===== src/hdl/tcc_pkg.sv =====
package tcc_pkg;

  // Register offsets on the 8-bit special function bus
  localparam logic [7:0] TCC_CHAN_MODE_LOW_PAIR = 8'hc1;
  localparam logic [7:0] TCC_CHAN1_VALUE_LOW = 8'hc2;
  localparam logic [7:0] TCC_CHAN1_VALUE_HIGH = 8'hc3;
  localparam logic [7:0] TCC_CHAN2_VALUE_LOW = 8'hc4;
  localparam logic [7:0] TCC_CHAN2_VALUE_HIGH = 8'hc5;
  localparam logic [7:0] TCC_CHAN3_VALUE_LOW = 8'hc6;
  localparam logic [7:0] TCC_CHAN3_VALUE_HIGH = 8'hc7;
  localparam logic [7:0] TCC_TIMER_CONTROL = 8'hc8;
  localparam logic [7:0] TCC_CHAN_IRQ_CONTROL = 8'hc9;
  localparam logic [7:0] TCC_RELOAD_VALUE_LOW = 8'hca;
  localparam logic [7:0] TCC_RELOAD_VALUE_HIGH = 8'hcb;
  localparam logic [7:0] TCC_TIMER_COUNT_LOW = 8'hcc;
  localparam logic [7:0] TCC_TIMER_COUNT_HIGH = 8'hcd;
  localparam logic [7:0] TCC_CHAN_MODE_HIGH_PAIR = 8'hd1;
  localparam logic [7:0] TCC_CHAN_OUT_LATCH = 8'hd2;

  // Per-channel value register addresses; channel 0 shares the reload register
  localparam logic [7:0] TCC_VAL_LO_ADDR [4] = '{TCC_RELOAD_VALUE_LOW, TCC_CHAN1_VALUE_LOW,
                                                 TCC_CHAN2_VALUE_LOW, TCC_CHAN3_VALUE_LOW};
  localparam logic [7:0] TCC_VAL_HI_ADDR [4] = '{TCC_RELOAD_VALUE_HIGH, TCC_CHAN1_VALUE_HIGH,
                                                 TCC_CHAN2_VALUE_HIGH, TCC_CHAN3_VALUE_HIGH};

  // Field positions
  localparam int TCC_PS_POS = 5;
  localparam int TCC_RS_POS = 3;
  localparam int TCC_IS_POS = 0;
  localparam int TCC_IRQ_EN_POS = 4;
  localparam int TCC_MODE_HI_POS = 4;
  localparam logic [7:0] TCC_RESET_VALUE = 8'h00;
  localparam logic [15:0] TCC_TIMER_MAX = 16'hffff;

  // Prescale divisions for codes 000 to 110; 111 falls back to the slowest
  localparam logic [4:0] TCC_DIV_1 = 5'h01;
  localparam logic [4:0] TCC_DIV_2 = 5'h02;
  localparam logic [4:0] TCC_DIV_4 = 5'h04;
  localparam logic [4:0] TCC_DIV_6 = 5'h06;
  localparam logic [4:0] TCC_DIV_8 = 5'h08;
  localparam logic [4:0] TCC_DIV_12 = 5'h0c;
  localparam logic [4:0] TCC_DIV_24 = 5'h18;
  localparam logic [4:0] TCC_DIV_TABLE [8] = '{TCC_DIV_1, TCC_DIV_2, TCC_DIV_4, TCC_DIV_6,
                                               TCC_DIV_8, TCC_DIV_12, TCC_DIV_24, TCC_DIV_24};

  // Reload selection codes
  localparam logic [1:0] TCC_RL_OFF = 2'h0;
  localparam logic [1:0] TCC_RL_RISE = 2'h1;
  localparam logic [1:0] TCC_RL_AUTO = 2'h2;
  localparam logic [1:0] TCC_RL_FALL = 2'h3;

  // Input selection codes
  localparam logic [1:0] TCC_IN_STOP = 2'h0;
  localparam logic [1:0] TCC_IN_PRESCALE = 2'h1;
  localparam logic [1:0] TCC_IN_EVENT = 2'h2;
  localparam logic [1:0] TCC_IN_GATED = 2'h3;

  // Channel modes
  typedef enum logic [2:0] {
    TCC_M_OFF, TCC_M_CMP_QUIET, TCC_M_CMP0, TCC_M_CMP1,
    TCC_M_CAP_RISE, TCC_M_CAP_FALL, TCC_M_CAP_BOTH, TCC_M_CAP_SW
  } tcc_mode_type;

endpackage


===== src/hdl/tcc_timer2.sv =====
// Functional notes
// - Prescale field divides the clock by 1, 2, 4, 6, 8, 12 or 24.
// - Reload select: off, reload-pin rising edge, overflow auto, reload-pin falling edge.
// - Input select: stopped, prescaler, count-pin falling events, prescaler gated by count pin.
// - Event mode samples count pin each cycle, increments the cycle after a fall.
// - Gated mode: count pin level enables or blocks the prescaled increment.
// - Auto reload loads the full 16-bit reload register on each overflow.
// - Edge reload loads the reload register on the selected reload-pin transition.
// - Each channel has an interrupt enable; writing 1 enables its request.
// - Compare or capture sets a sticky channel flag; only software clears it.
// - All four channel requests combine onto the single timer interrupt.
// - Mode codes 000 off, 001 silent compare, 010 compare 0, 011 compare 1.
// - Mode codes 100 rise, 101 fall, 110 both edges, 111 software capture.
// - Four comparators each compare their channel value with the timer.
// - Compare result reaches the pin in the same cycle as the match.
// - Compare mode 0: pin goes high on match, low on overflow.
// - Compare mode 0: software writes to the pin latch are ignored.
// - Compare mode 1: overflow leaves the pin output unchanged.
// - Compare mode 1: software writes a shadow level, copied out on match.
// - Hardware capture latches the timer on the chosen channel pin edge.
// - Software capture: writing the low byte latches the timer, data discarded.
`timescale 1ns/1ps
`default_nettype none

module tcc_timer2
  import tcc_pkg::*;
#(
  parameter int NUM_CHAN = 4
) (
  input wire logic CLK_I, // System clock, 50 MHz
  input wire logic SYS_RST_I, // Synchronous reset, active high
  input wire logic [7:0] ADDR_I, // Register address
  input wire logic [7:0] WDATA_I, // Register write data
  input wire logic WR_I, // Write strobe
  input wire logic RD_I, // Read strobe
  output logic [7:0] RDATA_O, // Read data, one cycle after the strobe
  input wire logic TIMER_COUNT_PIN_I, // External count / gate pin
  input wire logic RELOAD_TRIGGER_PIN_I, // External reload pin
  input wire logic [NUM_CHAN-1:0] CHAN_PIN_I, // Channel pin levels
  output logic [NUM_CHAN-1:0] CHAN_PIN_O, // Channel pin drive level
  output logic [NUM_CHAN-1:0] CHAN_PIN_OE_O, // Channel pin drive enable
  output logic IRQ_O // Combined channel interrupt request
);

  ////////////////////////////////////////////////////////////////////////
  // Registers

  logic [15:0] timer;
  logic [2:0] prescale_select;
  logic [1:0] reload_select;
  logic [1:0] input_select;
  logic [NUM_CHAN-1:0] irq_enable;
  logic [NUM_CHAN-1:0] event_flag;
  tcc_mode_type chan_mode [NUM_CHAN];
  logic [15:0] chan_value [NUM_CHAN];
  logic [NUM_CHAN-1:0] out_latch;
  logic [NUM_CHAN-1:0] shadow;
  logic [4:0] pre_cnt;
  logic count_s, count_p, ext_s, ext_p, fall_seen, primed;
  logic [NUM_CHAN-1:0] chan_s, chan_p, eq_q;

  ////////////////////////////////////////////////////////////////////////
  // Address decode

  wire wr_tcon = WR_I && (ADDR_I == TCC_TIMER_CONTROL);
  wire wr_irqc = WR_I && (ADDR_I == TCC_CHAN_IRQ_CONTROL);
  wire wr_mlo = WR_I && (ADDR_I == TCC_CHAN_MODE_LOW_PAIR);
  wire wr_mhi = WR_I && (ADDR_I == TCC_CHAN_MODE_HIGH_PAIR);
  wire wr_tl = WR_I && (ADDR_I == TCC_TIMER_COUNT_LOW);
  wire wr_th = WR_I && (ADDR_I == TCC_TIMER_COUNT_HIGH);
  wire wr_latch = WR_I && (ADDR_I == TCC_CHAN_OUT_LATCH);

  ////////////////////////////////////////////////////////////////////////
  // Pin sampling; inputs are synchronous so one stage plus a previous copy

  wire count_fall = count_p && !count_s;
  wire ext_rise = !ext_p && ext_s;
  wire ext_fall = ext_p && !ext_s;
  wire [NUM_CHAN-1:0] chan_rise = ~chan_p & chan_s;
  wire [NUM_CHAN-1:0] chan_fall = chan_p & ~chan_s;

  // Sample registers; the first sample after reset fills both stages, so an idle-high pin shows no phantom edge
  always_ff @(posedge CLK_I) begin
    if (SYS_RST_I) begin
      count_s <= 1'b0;
      count_p <= 1'b0;
      ext_s <= 1'b0;
      ext_p <= 1'b0;
      chan_s <= '0;
      chan_p <= '0;
      fall_seen <= 1'b0;
      primed <= 1'b0;
    end else begin
      count_s <= TIMER_COUNT_PIN_I;
      count_p <= primed ? count_s : TIMER_COUNT_PIN_I;
      ext_s <= RELOAD_TRIGGER_PIN_I;
      ext_p <= primed ? ext_s : RELOAD_TRIGGER_PIN_I;
      chan_s <= CHAN_PIN_I;
      chan_p <= primed ? chan_s : CHAN_PIN_I;
      primed <= 1'b1;
      fall_seen <= count_fall; // Count lands one cycle after detection
    end
  end

  ////////////////////////////////////////////////////////////////////////
  // Prescaler and increment selection

  wire [4:0] div_last = TCC_DIV_TABLE[prescale_select] - 5'h01;
  wire pre_tick = (pre_cnt >= div_last);
  logic inc;

  // Prescaler runs free; a code change keeps the current count and does not restart the period
  always_ff @(posedge CLK_I) begin
    if (SYS_RST_I) begin
      pre_cnt <= '0;
    end else begin
      pre_cnt <= pre_tick ? 5'h00 : pre_cnt + 5'h01;
    end
  end

  // Increment source per input select
  always_comb begin
    case (input_select)
      TCC_IN_STOP: inc = 1'b0;
      TCC_IN_PRESCALE: inc = pre_tick;
      TCC_IN_EVENT: inc = fall_seen;
      TCC_IN_GATED: inc = pre_tick && count_s;
      default: inc = 1'b0;
    endcase
  end

  ////////////////////////////////////////////////////////////////////////
  // Timer and reload

  wire overflow = inc && (timer == TCC_TIMER_MAX);
  wire reload = ((reload_select == TCC_RL_AUTO) && overflow)
             || ((reload_select == TCC_RL_RISE) && ext_rise)
             || ((reload_select == TCC_RL_FALL) && ext_fall);

  // Software writes win over reload, reload over increment
  always_ff @(posedge CLK_I) begin
    if (SYS_RST_I) begin
      timer <= '0;
    end else if (wr_tl || wr_th) begin
      if (wr_tl) timer[7:0] <= WDATA_I;
      if (wr_th) timer[15:8] <= WDATA_I;
    end else if (reload) begin
      timer <= chan_value[0];
    end else if (inc) begin
      timer <= timer + 16'h0001;
    end
  end

  ////////////////////////////////////////////////////////////////////////
  // Control registers

  // Flag clear by writing 0; a same-cycle event still sets the flag
  wire [NUM_CHAN-1:0] chan_event;
  wire [NUM_CHAN-1:0] flag_keep = wr_irqc ? WDATA_I[NUM_CHAN-1:0] : {NUM_CHAN{1'b1}};
  wire [NUM_CHAN-1:0] next_flag = (event_flag & flag_keep) | chan_event;

  always_ff @(posedge CLK_I) begin
    if (SYS_RST_I) begin
      prescale_select <= TCC_RESET_VALUE[2:0];
      reload_select <= TCC_RESET_VALUE[1:0];
      input_select <= TCC_RESET_VALUE[1:0];
      irq_enable <= '0;
      event_flag <= '0;
    end else begin
      if (wr_tcon) begin
        prescale_select <= WDATA_I[TCC_PS_POS +: 3];
        reload_select <= WDATA_I[TCC_RS_POS +: 2];
        input_select <= WDATA_I[TCC_IS_POS +: 2];
      end
      if (wr_irqc) irq_enable <= WDATA_I[TCC_IRQ_EN_POS +: NUM_CHAN];
      event_flag <= next_flag;
    end
  end

  assign IRQ_O = |(event_flag & irq_enable);

  ////////////////////////////////////////////////////////////////////////
  // Channels

  wire [NUM_CHAN-1:0] next_latch;
  wire [NUM_CHAN-1:0] next_shadow;
  wire [NUM_CHAN-1:0] hit;

  genvar i;
  generate
    for (i = 0; i < NUM_CHAN; i++) begin : g_chan
      wire wr_lo = WR_I && (ADDR_I == TCC_VAL_LO_ADDR[i]);
      wire wr_hi = WR_I && (ADDR_I == TCC_VAL_HI_ADDR[i]);
      wire wr_mode = (i < 2) ? wr_mlo : wr_mhi;
      wire [2:0] mode_field = WDATA_I[((i % 2) * TCC_MODE_HI_POS) +: 3];
      wire is_cmp0 = (chan_mode[i] == TCC_M_CMP0);
      wire is_cmp1 = (chan_mode[i] == TCC_M_CMP1);
      wire is_cmp = is_cmp0 || is_cmp1 || (chan_mode[i] == TCC_M_CMP_QUIET);
      wire eq = (timer == chan_value[i]);
      wire cap_hw = ((chan_mode[i] == TCC_M_CAP_RISE) && chan_rise[i])
                 || ((chan_mode[i] == TCC_M_CAP_FALL) && chan_fall[i])
                 || ((chan_mode[i] == TCC_M_CAP_BOTH) && (chan_rise[i] || chan_fall[i]));
      wire cap_sw = (chan_mode[i] == TCC_M_CAP_SW) && wr_lo;

      // Match fires once on entry to equality, so a stopped timer does not retrigger
      assign hit[i] = is_cmp && eq && !eq_q[i];
      assign chan_event[i] = hit[i] || cap_hw || cap_sw;

      // Output latch: mode 0 set on match, clear on overflow; mode 1 takes the shadow
      assign next_latch[i] = is_cmp0 ? (hit[i] ? 1'b1 : (overflow ? 1'b0 : out_latch[i]))
                           : is_cmp1 ? (hit[i] ? shadow[i] : out_latch[i])
                           : (wr_latch ? WDATA_I[i] : out_latch[i]);
      assign next_shadow[i] = (is_cmp1 && wr_latch) ? WDATA_I[i] : shadow[i];

      // Pin follows the match in the same cycle, ahead of the latch update
      assign CHAN_PIN_O[i] = hit[i] ? (is_cmp0 ? 1'b1 : (is_cmp1 ? shadow[i] : out_latch[i]))
                                    : out_latch[i];
      assign CHAN_PIN_OE_O[i] = is_cmp0 || is_cmp1;

      // Mode field and value register; a capture beats the written data
      always_ff @(posedge CLK_I) begin
        if (SYS_RST_I) begin
          chan_mode[i] <= TCC_M_OFF;
          chan_value[i] <= '0;
        end else begin
          if (wr_mode) chan_mode[i] <= tcc_mode_type'(mode_field);
          if (cap_hw || cap_sw) begin
            chan_value[i] <= timer;
          end else begin
            if (wr_lo) chan_value[i][7:0] <= WDATA_I;
            if (wr_hi) chan_value[i][15:8] <= WDATA_I;
          end
        end
      end
    end
  endgenerate

  // Output latches, shadows and match history
  always_ff @(posedge CLK_I) begin
    if (SYS_RST_I) begin
      out_latch <= '0;
      shadow <= '0;
      eq_q <= '0;
    end else begin
      out_latch <= next_latch;
      shadow <= next_shadow;
      for (int k = 0; k < NUM_CHAN; k++) begin
        eq_q[k] <= (timer == chan_value[k]);
      end
    end
  end

  ////////////////////////////////////////////////////////////////////////
  // Read back

  logic [7:0] rd_mux;

  // Unmapped addresses read as zero
  always_comb begin
    rd_mux = 8'h00;
    case (ADDR_I)
      TCC_TIMER_CONTROL: rd_mux = {prescale_select, reload_select, 1'b0, input_select};
      TCC_CHAN_IRQ_CONTROL: rd_mux = {irq_enable, event_flag};
      TCC_CHAN_MODE_LOW_PAIR: rd_mux = {1'b0, chan_mode[1], 1'b0, chan_mode[0]};
      TCC_CHAN_MODE_HIGH_PAIR: rd_mux = {1'b0, chan_mode[3], 1'b0, chan_mode[2]};
      TCC_TIMER_COUNT_LOW: rd_mux = timer[7:0];
      TCC_TIMER_COUNT_HIGH: rd_mux = timer[15:8];
      TCC_RELOAD_VALUE_LOW: rd_mux = chan_value[0][7:0];
      TCC_RELOAD_VALUE_HIGH: rd_mux = chan_value[0][15:8];
      TCC_CHAN1_VALUE_LOW: rd_mux = chan_value[1][7:0];
      TCC_CHAN1_VALUE_HIGH: rd_mux = chan_value[1][15:8];
      TCC_CHAN2_VALUE_LOW: rd_mux = chan_value[2][7:0];
      TCC_CHAN2_VALUE_HIGH: rd_mux = chan_value[2][15:8];
      TCC_CHAN3_VALUE_LOW: rd_mux = chan_value[3][7:0];
      TCC_CHAN3_VALUE_HIGH: rd_mux = chan_value[3][15:8];
      TCC_CHAN_OUT_LATCH: rd_mux = {4'h0, out_latch};
      default: rd_mux = 8'h00;
    endcase
  end

  // Read data stands only in the cycle after the strobe
  always_ff @(posedge CLK_I) begin
    if (SYS_RST_I) begin
      RDATA_O <= 8'h00;
    end else begin
      RDATA_O <= RD_I ? rd_mux : 8'h00;
    end
  end

  ////////////////////////////////////////////////////////////////////////
  // Checks

  wire tw = wr_tl || wr_th;
  wire cmp0_ch1 = (chan_mode[1] == TCC_M_CMP0);
endmodule // tcc_timer2

`default_nettype wire


===== config.mk =====
export PLATFORM = sky130hd
export DESIGN_NAME = tcc_timer2
export DESIGN_NICKNAME = d
export VERILOG_FILES = /design/src/hdl/tcc_pkg.sv /design/src/hdl/tcc_timer2.sv
export SDC_FILE = /design/constraint.sdc
export NUM_CORES = 1
export LEC_CHECK = 0
export BUFFER_PORTS_ARGS = -buffer_cell sky130_fd_sc_hd__buf_4
export CAP_MARGIN = 40
export CORE_MARGIN = 10
export CORE_UTILIZATION = 40
export CTS_BUF_LIST = sky130_fd_sc_hd__clkbuf_16
export CTS_CLUSTER_DIAMETER = 100
export CTS_CLUSTER_SIZE = 8
export DETAILED_ROUTE_END_ITERATION = 7
export PLACE_DENSITY = 0.64
export SLEW_MARGIN = 20
export SYNTH_ARGS = -nofsm -noshare
export SYNTH_HDL_FRONTEND = slang
export SYNTH_SLANG_ARGS = --single-unit

===== constraint.sdc =====
create_clock -name CLK_I -period 7 [get_ports CLK_I]
set_input_delay 0.35 -clock CLK_I [delete_from_list [all_inputs] [get_ports CLK_I]]
set_output_delay 0.35 -clock CLK_I [all_outputs]
set_load 0.005 [all_outputs]

==> results.cfg <==
[timing]
setup_slack_ns = 3.69
tightest_slew_ns = 0.976
holdWs_ns = 0.0860
finalMaxSlewViolations = 0
rsz0062_at_grt = no
fin_crit_sh_pct = 47.3
post-route-min-period_ns = 3.31
final-setup-viol-count = 0
worst_slew_margin_rel_pct = 34.7
fin_tns_setup_ns = 0
hold_violations = 0
max_freq_ghz = 0.302
finClkSkew_ns = 0.0130

[global_route]
grt_pass1_wl_um = 46200
antenna_found_initial = 0
grt-ovfl-total = 0
grt_util_all_layers_pct = 21.0
grt_max_degree = 50
grt_pass1_vias = 7528

[power_and_ir_drop]
p_leak_uw = 0.00402
p_per_area_nw_per_um2 = 203
vdd.ir_drop.worst_uv = 162

[clock_network]
htreeDepth = 4
cts_sinks = 146
cts-resized-gates = 0
cts.repair_timing.setup_buffer_count = 0
worstSkewPairLatency_ns = 0.44
clockBufferDepth = 2
cts_tree = yes
ctsHoldBuffers = 0
numCtsBuffers = 17
cts_root_buf = clkbuf_16
clkSlewWorstSetupHoldPaths_ns = 0.07

[logic_synthesis]
avgSynthCellArea_um2 = 9.59
synth_edf_count = 76
synth_cell_type_count = 75
syn-num-nets = 987
synth_top_area_share_pct = 25.2
yosysMostFrequentCell = edfxtp_1
synth_ff_type = edfxtp_1
synth_area_leaders = edfxtp_1 (25%), dfxtp_1 (15%), xor2_1 (7.1%)
synth_top_area_cell = edfxtp_1
synthArstFlopShare_pct = 0
yosysSeqAreaShare_pct = 40.7
syn_inst = 945
ys_ff_latch = 146
syn_area_um2 = 9060
ys_warn_count = 0
synth_common_cells = edfxtp_1 (76), nand2_1 (75), xor2_1 (73)

[place]
routabilityCongestion = 0.987
place_ws_ns = 3.74
hpwl_um = 21000
dpl-instance-area_um2 = 9500
portBuffers = 42

[detailed_routing]
post_drt_via_cell_ratio = 6.35
dr_total_vias = 7946
wl_per_cell_um = 24.3
dr.pass1.iters = 6
ant_nets = 0
first_iter_violations = 1037
post-route-drc-count = 0
drt-total-wl_um = 30400

[worst_setup_path]
rr_worst_depth = 12
crit_path_start_kind = flop
cp-end-kind = output port
worst_r2r_startpoint = prescale_select[0]$_SDFFE_PP0P_
critPathMaxFanout = 14
critical_path_required_ns = 6.65
r2r_end = timer[15]$_SDFFE_PP0P_
worstSetupPathType = flop to output port
worstPathArrival_ns = 2.96
rrSetupSlack_ns = 3.69

[die]
dieArea_um2 = 29100
start_util_pct = 40.4
io_pins = 43
die_height_um = 170
std_cell_rows = 55
die_w_um = 170
core_um2 = 22400

[cells_and_area]
seq_area_um2 = 3680
final_util_pct = 44.9
fill_cells = 2151
multiInputGateArea_um2 = 4900
drive_gt1_share_pct = 13.0
syn2layout_area_growth_pct = 11.2
design_area_um2 = 10100
fin_nets = 995
antennaDiodeCount = 0

[worst_hold_path]
min_from = SYS_RST_I
min_path_type = input pin to flop
hold_depth = 2
whs_endpoint = count_p$_SDFF_PP0_

[run]
drv_cap = 0

[outcome]
status = completed
-- power by group --
part / switching, µW / internal (µW) / leakage, µW / total (µW)
logic: 112 / 58.8 / 0.00239 / 171
registers: 38.4 / 932 / 0.00136 / 970
clock network: 406 / 497 / 0.000276 / 903
-- per-layer routing --
layer | part of all wire, % | GRT usage, % | up-vias
met5 | 0 | 0 | -
met4 | 4.5 | 10.5 | 0
met3 | 11 | 4.35 | 86
met2 | 45 | 32.2 | 509
met1 | 40 | 27.6 | 3803
li1 | - | - | 3548
-- placed cells by master, fill, tap and decap left out, types with 4 or more instances in the layout --
cell type  count
dfxtp_1       70
buf_2          4
nor2b_1       15
a221oi_1       5
clkbuf_16     17
xnor2_1        8
nand2b_1       8
inv_1         23
nor3b_1        4
o21ai_0       38
nor3_1         9
or3_1          7
o2bb2ai_1     18
xor2_1        73
inv_6          7
nand2_1       75
mux4_2         5
o31ai_1        8
buf_4         58
o21bai_1       4
a21oi_1       33
and2_1        20
a211oi_1       6
nor2_1        64
a22o_1        42
nand3_1       30
mux2i_1       52
ha_1          16
a31oi_1       24
o221ai_1      15
nor4_1        16
and3_1        14
mux2_2         5
edfxtp_1      76
nand4_1       18
a22oi_1        7
and4_1         6
-- registers in the layout (all words and copies together) (netlist names), 5 cells and up --
name,count
RDATA_O,8
chan_value,64
timer,16
pre_cnt,5
chan_mode,12
-- kinds of logic after synthesis --
group / count (synthesis) / synth area share [%]
AOI/OAI and AO/OA: 231 / 18.3
xor gates and xnor gates: 81 / 7.83
adders and majority gates: 16 / 2.21
buffers and inverters: 99 / 5.28
DFF: 146 / 40.7
muxes: 62 / 7.61
and+or+nand+nor: 310 / 18.1
-- through the flow --
stage,power [µW],cells
after floorplan,1080,945
after global placement,1150,1213
after detailed placement,1150,1218
after CTS,2040,1250
after global routing,2090,1251
final,2040,1251
-- critical path: stages (launching register included) --
cell     delay [ns]
dfxtp_1        0.93
xor2_1         0.16
nor4_1         0.38
nand4_1        0.29
nor3_1         0.29
nor2_1         0.06
a31oi_1        0.23
buf_4          0.17
-- worst max path at each step --
| stage | startpoint | to | slack, ns | cells past startpoint |
|---|---|---|---|---|
| 2_1_floorplan | prescale_select[0]$_SDFFE_PP0P_ | timer[12]$_SDFFE_PP0P_ | 4.11 | 12 |
| 3_3_place_gp | prescale_select[0]$_SDFFE_PP0P_ | timer[9]$_SDFFE_PP0P_ | 3.60 | 11 |
| 3_5_place_dp | prescale_select[0]$_SDFFE_PP0P_ | timer[14]$_SDFFE_PP0P_ | 3.74 | 12 |
| 4_1_cts | prescale_select[0]$_SDFFE_PP0P_ | timer[14]$_SDFFE_PP0P_ | 3.71 | 12 |
| 5_1_grt | prescale_select[0]$_SDFFE_PP0P_ | timer[11]$_SDFFE_PP0P_ | 3.48 | 12 |
| 6_report | timer[8]$_SDFFE_PP0P_ | CHAN_PIN_O[2] | 3.69 | 7 |
-- area by class of cell --
type,count,share of cell area (%)
multi-input cells,700,48.7
clock buffers,17,4.22
clock inverters,15,1.43
inverters,25,0.932
repair buffers,63,4.63
flip-flops and latches,146,36.6
well taps,285,3.54
Note: power is estimated with default switching activity, not from simulation.
